$ cat src/rtl/usb_ep_params.svh
// register indices, byte addressing, field positions and reset values of the endpoint status block
`ifndef USB_EP_PARAMS_SVH
`define USB_EP_PARAMS_SVH

// register indices; byte address is four times the index
`define IDX_LINE_STATE     8'h40
`define IDX_DIR_TOGGLE     8'h41
`define IDX_HALT           8'h43
`define IDX_ACCESS         8'h44
`define IDX_ENGINE_STATUS  8'h45
`define IDX_EP_ENABLE      8'h47
`define IDX_EP_INT_FLAG    8'h48
`define IDX_DEV_ADDR       8'h49
`define IDX_FIFO_CMD       8'h4a
`define IDX_IRQ_STATUS     8'h4c
`define IDX_IRQ_CLEAR      8'h4d
`define IDX_IRQ_ENABLE     8'h4e

// reset values
`define RST_LINE_STATE     8'h00
`define RST_DIR_TOGGLE     8'h0e
`define RST_HALT           8'h0e
`define RST_ACCESS         8'h00
`define RST_ENGINE_STATUS  8'h00
`define RST_EP_ENABLE      8'h0f
`define RST_EP_INT_FLAG    8'h00
`define RST_DEV_ADDR       8'h00
`define RST_FIFO_CMD       8'h00
`define RST_IRQ            8'h00

// writable bit masks
`define MASK_LINE_STATE    8'h1f
`define MASK_NIBBLE        8'h0f
`define MASK_ENGINE_STATUS 8'h83
`define MASK_FIFO_CMD      8'h1f

// field positions
`define BIT_TOGGLE_RST     0
`define BIT_ADR_DEFER      0
`define BIT_FIFO0_ERR      1
`define BIT_NAK_MUTE       7
`define BIT_REMOTE_WAKE    7

// interrupt status positions
`define IRQ_LINE_LSB       0
`define IRQ_FIFO0_ERR      5
`define IRQ_EP_ACCESS      6
`define IRQ_BUS_RESET      7

`endif

$ cat src/rtl/usb_ep_pkg.sv
// types shared by the endpoint status and control block
`default_nettype none
package usb_ep_pkg;

    // line-state detections from the serial engine, one-cycle pulses
    typedef struct packed {
        logic se1;
        logic se0;
        logic k_state;
        logic j_state;
        logic eop;
    } line_ev_s;

    // event pulses from the serial engine on the same clock
    typedef struct packed {
        logic       bus_reset;
        logic       in_done;
        logic       fifo0_err;
        logic       ep0_nak;
        logic [3:0] ep_access;
        logic [3:1] toggle_flip;
        line_ev_s   line;
    } sie_ev_s;

    // endpoint configuration handed to the serial engine
    typedef struct packed {
        logic [3:0] enable;
        logic [3:0] halt;
        logic [3:1] dir_in;
        logic [3:1] data_toggle;
    } ep_cfg_s;

endpackage

`default_nettype wire

$ cat src/rtl/usb_endpoint_status_control.sv
// endpoint and bus-state control and status registers of a low-speed usb serial engine, apb slave
//
// Notes on behaviour
// - access flag per endpoint set when host accesses it; read-only, resets to zero
// - direction bits 1..3 select IN (1) or OUT (0); reset all IN
// - low on toggle-reset bit forces endpoint 1..3 data toggles to DATA0
// - enable bits gate endpoints; endpoint 0 never disabled; reset all enabled
// - line-state bit 0 set on EOP, sticky until firmware clears it
// - line-state bit 1 set on J, bit 2 on K, sticky
// - line-state bit 3 set on SE0 noise, bit 4 on SE1 noise, sticky
// - deferred-address bit set: load address after successful IN, then clear bit
// - deferred-address bit clear: address register write takes effect at once
// - engine status bit 1 set on FIFO0 access error, cleared by firmware
// - nak-mute bit set: endpoint 0 NAK accesses raise no usb interrupt
// - fifo command and status register cleared by usb bus reset
// - endpoint access sets its interrupt flag and raises usb interrupt
`timescale 1ns/1ps
`default_nettype none
`include "usb_ep_params.svh"

module usb_endpoint_status_control
    import usb_ep_pkg::*;
#(
    parameter int ADDR_W = 12
) (
    input  wire logic              REF_CLK,
    input  wire logic              NRST,
    // apb slave
    input  wire logic              PSEL,
    input  wire logic              PENABLE,
    input  wire logic              PWRITE,
    input  wire logic [ADDR_W-1:0] PADDR,
    input  wire logic [31:0]       PWDATA,
    input  wire logic [3:0]        PSTRB,
    output logic      [31:0]       PRDATA,
    output logic                   PREADY,
    output logic                   PSLVERR,
    // serial engine side
    input  wire sie_ev_s           SIE_EV,
    output ep_cfg_s                EP_CFG,
    output logic      [6:0]        DEV_ADDR,
    output logic                   REMOTE_WAKEUP,
    output logic      [4:0]        FIFO_CMD,
    output logic                   ACCESS_EVENT,
    output logic                   IRQ
);

    ////////////////////////////////////////////////////////////////////////////////
    // register storage

    logic [4:0] line_flags;
    logic [3:1] dir_in;
    logic       toggle_rst_n;
    logic [3:0] halt;
    logic [3:0] access;
    logic       adr_defer;
    logic       fifo0_err;
    logic       nak_mute;
    logic [3:0] ep_enable;
    logic [3:0] endpoint_interrupt_flag;
    logic [7:0] device_address_wakeup_reg;
    logic [6:0] dev_addr;
    logic [4:0] fifo_cmd;
    logic [3:1] data_toggle;
    logic [7:0] irq_status;
    logic [7:0] irq_enable;
    logic [7:0] rd_byte;
    logic       rd_err;

    // reset values cut to each register's width; the header keeps them as bytes
    localparam logic [4:0] rst_line  = 5'(`RST_LINE_STATE & `MASK_LINE_STATE);
    localparam logic [2:0] rst_dir   = 3'(`RST_DIR_TOGGLE >> 1);
    localparam logic       rst_tog_n = 1'(`RST_DIR_TOGGLE >> `BIT_TOGGLE_RST);
    localparam logic [3:0] rst_halt  = 4'(`RST_HALT & `MASK_NIBBLE);
    localparam logic [3:0] rst_en    = 4'(`RST_EP_ENABLE & `MASK_NIBBLE);
    localparam logic [3:0] rst_acc   = 4'(`RST_ACCESS);
    localparam logic [3:0] rst_epint = 4'(`RST_EP_INT_FLAG);
    localparam logic [4:0] rst_fifo  = 5'(`RST_FIFO_CMD & `MASK_FIFO_CMD);
    localparam logic [6:0] rst_addr  = 7'(`RST_DEV_ADDR);
    localparam logic [7:0] rst_eng   = `RST_ENGINE_STATUS;

    ////////////////////////////////////////////////////////////////////////////////
    // apb decode

    function automatic logic [ADDR_W-1:0] byte_addr(input logic [7:0] idx);
        byte_addr = ADDR_W'({idx, 2'b00});
    endfunction

    wire setup_ph  = PSEL & ~PENABLE;
    wire wr_acc    = PSEL & PENABLE & PWRITE;
    wire lane0     = PSTRB[0];                  // only the low byte holds data
    wire [7:0] wd  = PWDATA[7:0];

    wire sel_line  = PADDR == byte_addr(`IDX_LINE_STATE);
    wire sel_dir   = PADDR == byte_addr(`IDX_DIR_TOGGLE);
    wire sel_halt  = PADDR == byte_addr(`IDX_HALT);
    wire sel_acc   = PADDR == byte_addr(`IDX_ACCESS);
    wire sel_eng   = PADDR == byte_addr(`IDX_ENGINE_STATUS);
    wire sel_en    = PADDR == byte_addr(`IDX_EP_ENABLE);
    wire sel_epint = PADDR == byte_addr(`IDX_EP_INT_FLAG);
    wire sel_addr  = PADDR == byte_addr(`IDX_DEV_ADDR);
    wire sel_fifo  = PADDR == byte_addr(`IDX_FIFO_CMD);
    wire sel_ista  = PADDR == byte_addr(`IDX_IRQ_STATUS);
    wire sel_iclr  = PADDR == byte_addr(`IDX_IRQ_CLEAR);
    wire sel_ien   = PADDR == byte_addr(`IDX_IRQ_ENABLE);

    wire mapped = sel_line | sel_dir | sel_halt | sel_acc | sel_eng | sel_en
                | sel_epint | sel_addr | sel_fifo | sel_ista | sel_iclr | sel_ien;

    // per-register write strobes, only in the completing access cycle
    wire wr_ok     = wr_acc & lane0;
    wire wr_line   = wr_ok & sel_line;
    wire wr_dir    = wr_ok & sel_dir;
    wire wr_halt   = wr_ok & sel_halt;
    wire wr_eng    = wr_ok & sel_eng;
    wire wr_en     = wr_ok & sel_en;
    wire wr_epint  = wr_ok & sel_epint;
    wire wr_addr   = wr_ok & sel_addr;
    wire wr_fifo   = wr_ok & sel_fifo;
    wire wr_iclr   = wr_ok & sel_iclr;
    wire wr_ien    = wr_ok & sel_ien;

    // read-back mux; reserved bits fall out as zero
    wire [7:0] line_rd = {3'b000, line_flags};
    wire [7:0] dir_rd  = {4'h0, dir_in, toggle_rst_n};
    wire [7:0] eng_rd  = {nak_mute, 5'b00000, fifo0_err, adr_defer};
    wire [7:0] rd_mux  = ({8{sel_line}}  & line_rd)
                       | ({8{sel_dir}}   & dir_rd)
                       | ({8{sel_halt}}  & {4'h0, halt})
                       | ({8{sel_acc}}   & {4'h0, access})
                       | ({8{sel_eng}}   & eng_rd)
                       | ({8{sel_en}}    & {4'h0, ep_enable})
                       | ({8{sel_epint}} & {4'h0, endpoint_interrupt_flag})
                       | ({8{sel_addr}}  & device_address_wakeup_reg)
                       | ({8{sel_fifo}}  & {3'b000, fifo_cmd})
                       | ({8{sel_ista}}  & irq_status)
                       | ({8{sel_ien}}   & irq_enable);

    // read data and error are captured in the setup cycle so they come from flops
    always_ff @(posedge REF_CLK or negedge NRST) begin
        if (!NRST) begin
            rd_byte <= 8'h00;
            rd_err  <= 1'b0;
        end else if (setup_ph) begin
            rd_byte <= PWRITE ? 8'h00 : rd_mux;
            rd_err  <= ~mapped;
        end
    end

    // zero wait states; every access ends in its first access cycle
    assign PREADY  = 1'b1;
    assign PRDATA  = {24'h000000, rd_byte};
    assign PSLVERR = PSEL & PENABLE & rd_err;

    ////////////////////////////////////////////////////////////////////////////////
    // endpoint gating and access events

    // endpoint 0 cannot be switched off
    wire [3:0] ep_live = {ep_enable[3:1], 1'b1};

    // a nak on endpoint 0 is muted when the mute bit is set
    wire ep0_muted = nak_mute & SIE_EV.ep0_nak;
    wire [3:0] ep_hit = SIE_EV.ep_access & ep_live;
    wire [3:0] ep_int_set = ep_hit & {3'b111, ~ep0_muted};

    ////////////////////////////////////////////////////////////////////////////////
    // per-endpoint flags and data toggles

    // one copy of the flag logic per endpoint
    genvar gi;
    generate
        for (gi = 0; gi < 4; gi++) begin : g_ep
            // access flag is sticky and read-only
            always_ff @(posedge REF_CLK or negedge NRST) begin
                if (!NRST) begin
                    access[gi] <= rst_acc[gi];
                end else if (ep_hit[gi]) begin
                    access[gi] <= 1'b1;
                end
            end

            // interrupt flag: writing 0 clears, a same-cycle access wins
            always_ff @(posedge REF_CLK or negedge NRST) begin
                if (!NRST) begin
                    endpoint_interrupt_flag[gi] <= rst_epint[gi];
                end else if (ep_int_set[gi]) begin
                    endpoint_interrupt_flag[gi] <= 1'b1;
                end else if (wr_epint) begin
                    endpoint_interrupt_flag[gi] <= endpoint_interrupt_flag[gi] & wd[gi];
                end
            end

            if (gi > 0) begin : g_tog
                // toggle held at DATA0 while the reset bit sits low
                always_ff @(posedge REF_CLK or negedge NRST) begin
                    if (!NRST) begin
                        data_toggle[gi] <= 1'b0;
                    end else if (!toggle_rst_n) begin
                        data_toggle[gi] <= 1'b0;
                    end else if (SIE_EV.toggle_flip[gi] & ep_live[gi]) begin
                        data_toggle[gi] <= ~data_toggle[gi];
                    end
                end
            end
        end
    endgenerate

    ////////////////////////////////////////////////////////////////////////////////
    // line-state flags

    // sticky detections; firmware clears by writing 0, a new detection wins
    wire [4:0] line_set = SIE_EV.line;
    wire [4:0] line_keep = wr_line ? (line_flags & wd[4:0]) : line_flags;

    // or-ing the set last means no detection is lost to a clear
    always_ff @(posedge REF_CLK or negedge NRST) begin
        if (!NRST) begin
            line_flags <= rst_line;
        end else begin
            line_flags <= line_keep | line_set;
        end
    end

    ////////////////////////////////////////////////////////////////////////////////
    // direction, halt and enable registers

    // direction bits and the active-low toggle reset share one word
    always_ff @(posedge REF_CLK or negedge NRST) begin
        if (!NRST) begin
            dir_in       <= rst_dir;
            toggle_rst_n <= rst_tog_n;
        end else if (wr_dir) begin
            dir_in       <= wd[3:1];
            toggle_rst_n <= wd[`BIT_TOGGLE_RST];
        end
    end

    // halt flags are firmware-owned and passed straight to the engine
    always_ff @(posedge REF_CLK or negedge NRST) begin
        if (!NRST) begin
            halt <= rst_halt;
        end else if (wr_halt) begin
            halt <= wd[3:0];
        end
    end

    // bit 0 is stored and read back but never gates endpoint 0
    always_ff @(posedge REF_CLK or negedge NRST) begin
        if (!NRST) begin
            ep_enable <= rst_en;
        end else if (wr_en) begin
            ep_enable <= wd[3:0];
        end
    end

    ////////////////////////////////////////////////////////////////////////////////
    // engine status: deferred address, fifo0 error, nak mute

    // engine clears the deferred bit once the pending address is taken
    wire addr_commit = adr_defer & SIE_EV.in_done;

    always_ff @(posedge REF_CLK or negedge NRST) begin
        if (!NRST) begin
            adr_defer <= rst_eng[`BIT_ADR_DEFER];
            nak_mute  <= rst_eng[`BIT_NAK_MUTE];
        end else if (wr_eng) begin
            adr_defer <= wd[`BIT_ADR_DEFER];
            nak_mute  <= wd[`BIT_NAK_MUTE];
        end else if (addr_commit) begin
            adr_defer <= 1'b0;
        end
    end

    // error flag: set wins over a firmware clear in the same cycle
    always_ff @(posedge REF_CLK or negedge NRST) begin
        if (!NRST) begin
            fifo0_err <= rst_eng[`BIT_FIFO0_ERR];
        end else if (SIE_EV.fifo0_err) begin
            fifo0_err <= 1'b1;
        end else if (wr_eng) begin
            fifo0_err <= fifo0_err & wd[`BIT_FIFO0_ERR];
        end
    end

    ////////////////////////////////////////////////////////////////////////////////
    // device address

    // firmware copy of address and wake bit, loaded on every write
    always_ff @(posedge REF_CLK or negedge NRST) begin
        if (!NRST) begin
            device_address_wakeup_reg <= `RST_DEV_ADDR;
        end else if (wr_addr) begin
            device_address_wakeup_reg <= wd;
        end
    end

    // immediate load when not deferred, else on the completed IN
    always_ff @(posedge REF_CLK or negedge NRST) begin
        if (!NRST) begin
            dev_addr <= rst_addr;
        end else if (wr_addr & ~adr_defer) begin
            dev_addr <= wd[6:0];
        end else if (addr_commit) begin
            dev_addr <= device_address_wakeup_reg[6:0];
        end
    end

    ////////////////////////////////////////////////////////////////////////////////
    // fifo command and status

    // bus reset outranks a firmware write in the same cycle
    always_ff @(posedge REF_CLK or negedge NRST) begin
        if (!NRST) begin
            fifo_cmd <= rst_fifo;
        end else if (SIE_EV.bus_reset) begin
            fifo_cmd <= 5'h00;
        end else if (wr_fifo) begin
            fifo_cmd <= wd[4:0];
        end
    end

    ////////////////////////////////////////////////////////////////////////////////
    // interrupt status, clear and enable

    // one status bit per event class
    wire [7:0] irq_set;
    assign irq_set[`IRQ_LINE_LSB +: 5] = line_set;
    assign irq_set[`IRQ_FIFO0_ERR]     = SIE_EV.fifo0_err;
    assign irq_set[`IRQ_EP_ACCESS]     = |ep_int_set;
    assign irq_set[`IRQ_BUS_RESET]     = SIE_EV.bus_reset;

    // write-one-to-clear; an event in the clearing cycle survives
    wire [7:0] irq_clr = wr_iclr ? wd : 8'h00;

    // sticky status; clear applied before the new set
    always_ff @(posedge REF_CLK or negedge NRST) begin
        if (!NRST) begin
            irq_status <= `RST_IRQ;
        end else begin
            irq_status <= (irq_status & ~irq_clr) | irq_set;
        end
    end

    // enable mask, same layout as the status word
    always_ff @(posedge REF_CLK or negedge NRST) begin
        if (!NRST) begin
            irq_enable <= `RST_IRQ;
        end else if (wr_ien) begin
            irq_enable <= wd;
        end
    end

    ////////////////////////////////////////////////////////////////////////////////
    // outputs

    // configuration and address straight from their flops
    assign EP_CFG.enable      = ep_live;
    assign EP_CFG.halt        = halt;
    assign EP_CFG.dir_in      = dir_in;
    assign EP_CFG.data_toggle = data_toggle;
    assign DEV_ADDR           = dev_addr;
    assign REMOTE_WAKEUP      = device_address_wakeup_reg[`BIT_REMOTE_WAKE];
    assign FIFO_CMD           = fifo_cmd;
    // usb interrupt stays up while any endpoint flag is pending
    assign ACCESS_EVENT       = |endpoint_interrupt_flag;
    assign IRQ                = |(irq_status & irq_enable);

endmodule

`default_nettype wire

$ cat config.mk
export PLATFORM = sky130hd
export DESIGN_NAME = usb_endpoint_status_control
export DESIGN_NICKNAME = d
export VERILOG_FILES = /design/src/rtl/usb_ep_pkg.sv /design/src/rtl/usb_endpoint_status_control.sv
export VERILOG_INCLUDE_DIRS = /design/src /design/src/rtl
export SDC_FILE = /design/constraint.sdc
export NUM_CORES = 1
export LEC_CHECK = 0
export BUFFER_PORTS_ARGS = -buffer_cell sky130_fd_sc_hd__buf_2
export CORE_MARGIN = 1
export CORE_UTILIZATION = 47
export CTS_BUF_LIST = sky130_fd_sc_hd__clkbuf_2 sky130_fd_sc_hd__clkbuf_4 sky130_fd_sc_hd__clkbuf_8
export DETAILED_ROUTE_END_ITERATION = 6
export PLACE_DENSITY = 0.78
export SYNTH_ARGS = -nofsm -noshare
export SYNTH_HDL_FRONTEND = slang
export SYNTH_SLANG_ARGS = --single-unit
$ cat constraint.sdc
create_clock -name REF_CLK -period 1.5 [get_ports REF_CLK]
set_clock_uncertainty 0.2 [all_clocks]
set_input_delay 0.3 -clock REF_CLK [delete_from_list [all_inputs] [get_ports REF_CLK]]
set_output_delay 0.3 -clock REF_CLK [all_outputs]
set_load 0.03 [all_outputs]
# == After elaboration in Yosys (flattened, before gate mapping) ==
# Cells that the tools add are included.
# classes
bitwise_logic,73
n_reduce_logical,11
mux,25
n_eq_ne,15
# ops
cell,n
== test 12 x 9 -> 1 bit (second input constant),12
bitwise OR 8 bit,11
AND 8 bit,6
AND 8 x 4 -> 8 bit,5
AND 1 bit,26
two-way mux 1 bit,18
AND 8 x 5 -> 8 bit,2
two-way mux 8 bit,2
nonzero test 2 bit,8
two-way mux 5 bit,3
two-way mux 7 bit,2
bitwise OR 1 bit,11
AND 4 bit,2
inverter 8 bit,1
OR reduction 4 bit,2
OR reduction 8 bit,1
inverter 1 bit,7
!= test 2 x 1 -> 1 bit (second input constant),3
AND 5 bit,1
bitwise OR 5 bit,1
# totals
regBits,76
output_inout_bits,63
elab_cells,150

# == Logic depth before layout (Yosys ltp) ==
# logic_depth
ltp_word,13
mapped_depth,9

# == Worst setup path before layout ==
# OpenSTA, ideal clock, no wires.
# synth_timing
path_type,input port to flip-flop
startpoint,input port PADDR[1]
endpoint,register irq_enable[4]
t_required_ps,1175
arrival_time_ps,2082
cell_stages,5
n_path_buf,1
setup_time_ps,125
setup_slack_ps,-907
cell_sequence,or4b_4 -> or3_1 -> buf_2 -> nor4_4 -> mux2_2
# synth_between
elab_chain_len,2
# synth_rtl
item,line,source
"start, declared",usb_endpoint_status_control.sv:32,"input wire logic [ADDR_W-1:0] PADDR,"
== test 12 x 9 -> 1 bit,usb_endpoint_status_control.sv:105,wire sel_ien = PADDR == byte_addr(`IDX_IRQ_ENABLE);
AND 1 bit,usb_endpoint_status_control.sv:121,wire wr_ien = wr_ok & sel_ien;
"end signal, assigned",usb_endpoint_status_control.sv:347,irq_enable <= `RST_IRQ;
"end signal, assigned",usb_endpoint_status_control.sv:349,irq_enable <= wd;
"end, declared",usb_endpoint_status_control.sv:66,logic [7:0] irq_enable;
# Every way passes these cells.
# A chain may end at the register's enable or synchronous reset.

# == Final worst setup path ==
# layout_timing
startpoint,input port PADDR[1]
endpoint,register endpoint_interrupt_flag[0]
# layout_between
elab_chain_len,3
# layout_rtl
item,line,source
== test 12 x 9 -> 1 bit,usb_endpoint_status_control.sv:100,wire sel_epint = PADDR == byte_addr(`IDX_EP_INT_FLAG);
AND 1 bit,usb_endpoint_status_control.sv:117,wire wr_epint = wr_ok & sel_epint;
nonzero test 2 bit (no line),--,
"end signal, assigned by index",usb_endpoint_status_control.sv:185,endpoint_interrupt_flag[gi] <= rst_epint[gi];
"end signal, assigned by index",usb_endpoint_status_control.sv:189,endpoint_interrupt_flag[gi] <= endpoint_interrupt_flag[gi] & wd[gi];
"end, declared",usb_endpoint_status_control.sv:60,logic [3:0] endpoint_interrupt_flag;
# Every way passes these cells.

==> out/results.md <==
| Quantity | This run |
| --- | --- |
| Die Area | 8906 um2 |
| TritonCTS clock tree | built |
| Skew-Pair Late Insertion Delay | 0.36 ns |
| Clock transition at path regs | 0.08 ns |
| Worst r2r src | FIFO_CMD[1] |
| GRT Total Usage | 27.83% |
| Post-Syn Instances | 374 |
| Violated checks | negative setup slack |
| Deepest clock path buffer count | 2 |
| Worst supply voltage drop on vdd | 0.5259 mV |
| Shortest period the worst path allows | 2.048 ns |
| Synthesis-stage register bit count | 76 |
| Most frequently used flop master after synthesis | sky130_fd_sc_hd__dfrtp_1 |
| Sink count of the clock tree | 76 |
| CP Buf/Inv Count | 1 |
| Yosys Warn Count | 0 |
| Maximum fanout encountered on the critical timing path | 4 |
| Leakage dissipation | 2.633 nW |
| Part of the Yosys area used for sequential elements | 47.74% |
| Initial antenna violation count | 0 |
| CTS buffer count | 9 |
| Remaining antenna violation count | 0 |
| Final worst-path cycle share | 136.5% |
| Max-slew violation count | 0 |
| Type of the worst min-delay path | in2reg |
| Per-cell via count in the routed design | 5.619 |
| Routed Wire Length | 12110 um |
| Maximum Capacitance Violations | 0 |
| Area of the multi-input gates | 2036 um2 |
| Result of the run | complete, but fails checks |
| RR Endpoint | rd_byte[1] |
| Buffer cell driving the clock tree root | sky130_fd_sc_hd__clkbuf_8 |
| Maximum number of pins on one net before global-route repair | 77 |
| Startpoint kind of the worst setup timing path | input pin |
| Number of setup violations in the final report | 84 |
| Top delay family on crit path | simple AND/OR/NAND/NOR gates |
| Violation count after the first detailed-route iteration | 298 |
| Detailed placement HPWL | 8372 um |
| Most numerous cell types in the synthesized netlist | sky130_fd_sc_hd__dfrtp_1 (66), sky130_fd_sc_hd__mux2i_1 (33), sky130_fd_sc_hd__mux2_2 (32), sky130_fd_sc_hd__nand2_1 (31), sky130_fd_sc_hd__buf_4 (29) |
| Data required, critical path | 1.55 ns |
| Effective utilization at floorplan | 48.80% |
| Highest Clock Rate | 488.2 MHz |
| Fraction of layout cells with a size suffix above 1 | 47.74% |
| Worst setup path class | in2reg |
| Number of vias in the routed layout | 3579 |
| Dominant cell type by area after synthesis | sky130_fd_sc_hd__dfrtp_1 |
| X dimension of the die | 94.37 um |
| Number of placed I/O pins | 132 |
| Power Dens Cells | 737.9 nW/um2 |
| Final Hold Viols | 0 |
| Hold Path Depth | 3 |
| Count of flip-flops with a built-in enable after synthesis | 0 |
| Final Util | 67.15% |
| Count of input and output buffers | 78 |
| Biggest area contributors in the synthesized netlist | sky130_fd_sc_hd__dfrtp_1 (41%), sky130_fd_sc_hd__mux2_2 (9.0%), sky130_fd_sc_hd__mux2i_1 (8.2%), sky130_fd_sc_hd__dfstp_2 (6.6%), sky130_fd_sc_hd__buf_4 (5.4%) |
| Count leader, synth | sky130_fd_sc_hd__dfrtp_1 |
| Vert. Die Dim | 94.37 um |
| Total non-filler cell area in the finished layout | 5518 um2 |
| GP Congestion | 0.9083 |
| # DRC | 0 |
| Number of global-route vias before repair | 3529 |
| Global-route wire length before repair | 18350 um |
| Distinct cell type count of the synthesized netlist | 48 |
| Footprint of the flip-flops and latches | 1914 um2 |
| Area share of the largest cell type after synthesis | 41.19% |
| Router iterations before antenna repair | 5 |
| Overflow left after global routing | 0 |
| H-Tree Level Count | 3 |
| Final net count | 596 |
| Floorplan Core Area | 8217 um2 |
| Mean area per synthesized cell | 10.72 um2 |
| Highest cell delay on the worst timing path | 0.57 ns |
| Syn-to-layout area delta | 37.60% |
| Placed instance area | 4870 um2 |
| Arrival @ worst endpoint | 2.09 ns |
| Worst-case setup margin in the final layout | -0.5482 ns |
| Antenna cells | 0 |
| FF-to-FF setup slack | -0.16 ns |
| Site row count | 33 |
| Fill cell count | 614 |
| Async set-reset flop share out of synthesis | 100.0% |
| Post-DR wirelength/cell | 19.01 um |
| WHS Endpoint | endpoint_interrupt_flag[3] |
| Summed instance area of the synthesized netlist | 4010 um2 |
| Slowest stage cell on the critical path | sky130_fd_sc_hd__or4b_4 |
| Critical Path, Cell by Cell | buf_6 -> or4b_4 -> or3b_4 -> or4_4 -> o21ai_1 -> nand2_1 |
| Unrepaired setup endpoints after global routing | true |
| Worst reg2reg path depth | 5 |
| Element type at the critical path end | flip-flop |
| Worst min-delay path startpoint | SIE_EV[11] |
cell usage in the layout (no fill, tap or decap), types with 3 or more instances in the layout:
| master | netlist | layout |
|---|---|---|
| sky130_fd_sc_hd__inv_6 | 0 | 3 |
| sky130_fd_sc_hd__a21o_1 | 8 | 8 |
| sky130_fd_sc_hd__a22oi_2 | 0 | 3 |
| sky130_fd_sc_hd__nand4_1 | 9 | 9 |
| sky130_fd_sc_hd__nor2_1 | 14 | 11 |
| sky130_fd_sc_hd__or4_4 | 0 | 3 |
| sky130_fd_sc_hd__nor2b_1 | 7 | 6 |
| sky130_fd_sc_hd__nor3_2 | 3 | 3 |
| sky130_fd_sc_hd__a22oi_1 | 8 | 5 |
| sky130_fd_sc_hd__nand3_1 | 6 | 5 |
| sky130_fd_sc_hd__and2_1 | 4 | 4 |
| sky130_fd_sc_hd__clkbuf_8 | 0 | 9 |
| sky130_fd_sc_hd__buf_4 | 29 | 68 |
| sky130_fd_sc_hd__xnor2_1 | 4 | 4 |
| sky130_fd_sc_hd__nand2_2 | 0 | 7 |
| sky130_fd_sc_hd__o21ai_1 | 0 | 7 |
| sky130_fd_sc_hd__buf_2 | 2 | 59 |
| sky130_fd_sc_hd__nand2b_1 | 11 | 11 |
| sky130_fd_sc_hd__a31oi_1 | 5 | 5 |
| sky130_fd_sc_hd__a211oi_1 | 3 | 3 |
| sky130_fd_sc_hd__a21oi_1 | 12 | 10 |
| sky130_fd_sc_hd__dfstp_2 | 10 | 10 |
| sky130_fd_sc_hd__conb_1 | 2 | 26 |
| sky130_fd_sc_hd__dfrtp_1 | 66 | 66 |
| sky130_fd_sc_hd__a32oi_1 | 5 | 5 |
| sky130_fd_sc_hd__buf_6 | 1 | 29 |
| sky130_fd_sc_hd__o21ai_0 | 16 | 7 |
| sky130_fd_sc_hd__mux2i_1 | 33 | 33 |
| sky130_fd_sc_hd__nand2_1 | 31 | 24 |
| sky130_fd_sc_hd__mux2_4 | 0 | 6 |
| sky130_fd_sc_hd__nor3_1 | 5 | 3 |
| sky130_fd_sc_hd__dlygate4sd3_1 | 0 | 9 |
| sky130_fd_sc_hd__mux2_2 | 32 | 26 |
kinds of logic after synthesis:
family	after synthesis	share of synthesized area (%)
AND/OR/NAND/NOR	109	15.07
XOR/XNOR	4	0.8735
flip-flops	76	47.74
AO/OA/AOI/OAI	68	11.26
buffers and inverters	50	7.644
multiplexers	65	17.22
other	2	0.1873
power by group:
part | leakage [nW] | switching (mW) | internal (mW) | total [mW]
registers | 0.936 | 0.00779 | 2.06 | 2.07
logic | 1.61 | 0.348 | 0.191 | 0.539
clock network | 0.0868 | 0.840 | 0.623 | 1.46
routing by layer:
metal	GRT usage (%)	wire (um)	share of wire, %
met1	36.10	5037	42
met2	45.65	5908	49
met3	5.556	818	6.8
met4	11.28	346	2.9
met5	0	0	0
through the flow:
stage	setup WS, ns	power [mW]	hold WS, ns	setup TNS, ns	cells
2_1_floorplan	-0.8327	2.411	-0.1956	-44.07	398
3_3_place_gp	-0.8993	2.585	0.1607	-54.95	600
3_5_place_dp	-0.9173	2.593	0.1656	-56.95	600
4_1_cts	-0.5041	4.051	0.007629	-30.63	632
5_1_grt	-0.5721	4.195	0.03957	-34.26	637
6_report	-0.5482	4.072	0.01195	-31.26	637
layout make-up:
| class | count | share of cell area, % |
|---|---|---|
| clock buffers | 9 | 2.245 |
| repair buffers | 167 | 22.65 |
| clock inverters | 7 | 1.066 |
| multi-input cells | 272 | 36.89 |
| well taps | 105 | 2.381 |
| flip-flops and latches | 76 | 34.69 |
| inverters | 1 | 0.06803 |
worst register-to-register path, cell delays in order (launching register included):
cell and delay [ns]:
sky130_fd_sc_hd__dfrtp_1 0.41, sky130_fd_sc_hd__mux2i_1 0.23, sky130_fd_sc_hd__nor4bb_1 0.09, sky130_fd_sc_hd__a31oi_1 0.20, sky130_fd_sc_hd__a211oi_1 0.11, sky130_fd_sc_hd__a211o_1 0.30
worst max-delay path by stage:
stage              from                    endpoint  slack (ns)  cells after the start
2_1_floorplan  PADDR[1]               irq_enable[4]       -0.83                      5
3_3_place_gp   PADDR[7]  endpoint_interrupt_flag[1]       -0.90                      6
3_5_place_dp   PADDR[1]  endpoint_interrupt_flag[1]       -0.92                      6
4_1_cts        PADDR[1]               irq_status[6]       -0.50                      8
5_1_grt        PADDR[1]                 FIFO_CMD[1]       -0.57                      8
6_report       PADDR[1]  endpoint_interrupt_flag[0]       -0.55                      6
what timing repair did:
action / 4_1_cts / 5_1_grt
buffers inserted: 8 / 6
gates resized for setup: 52 / 37
hold buffers: 9 / 0
endpoints found under the setup margin: 84 / 85
endpoints found under the hold margin: 81 / 0
pin swaps: 3 / 26
Power figures use the tool's default switching activity.
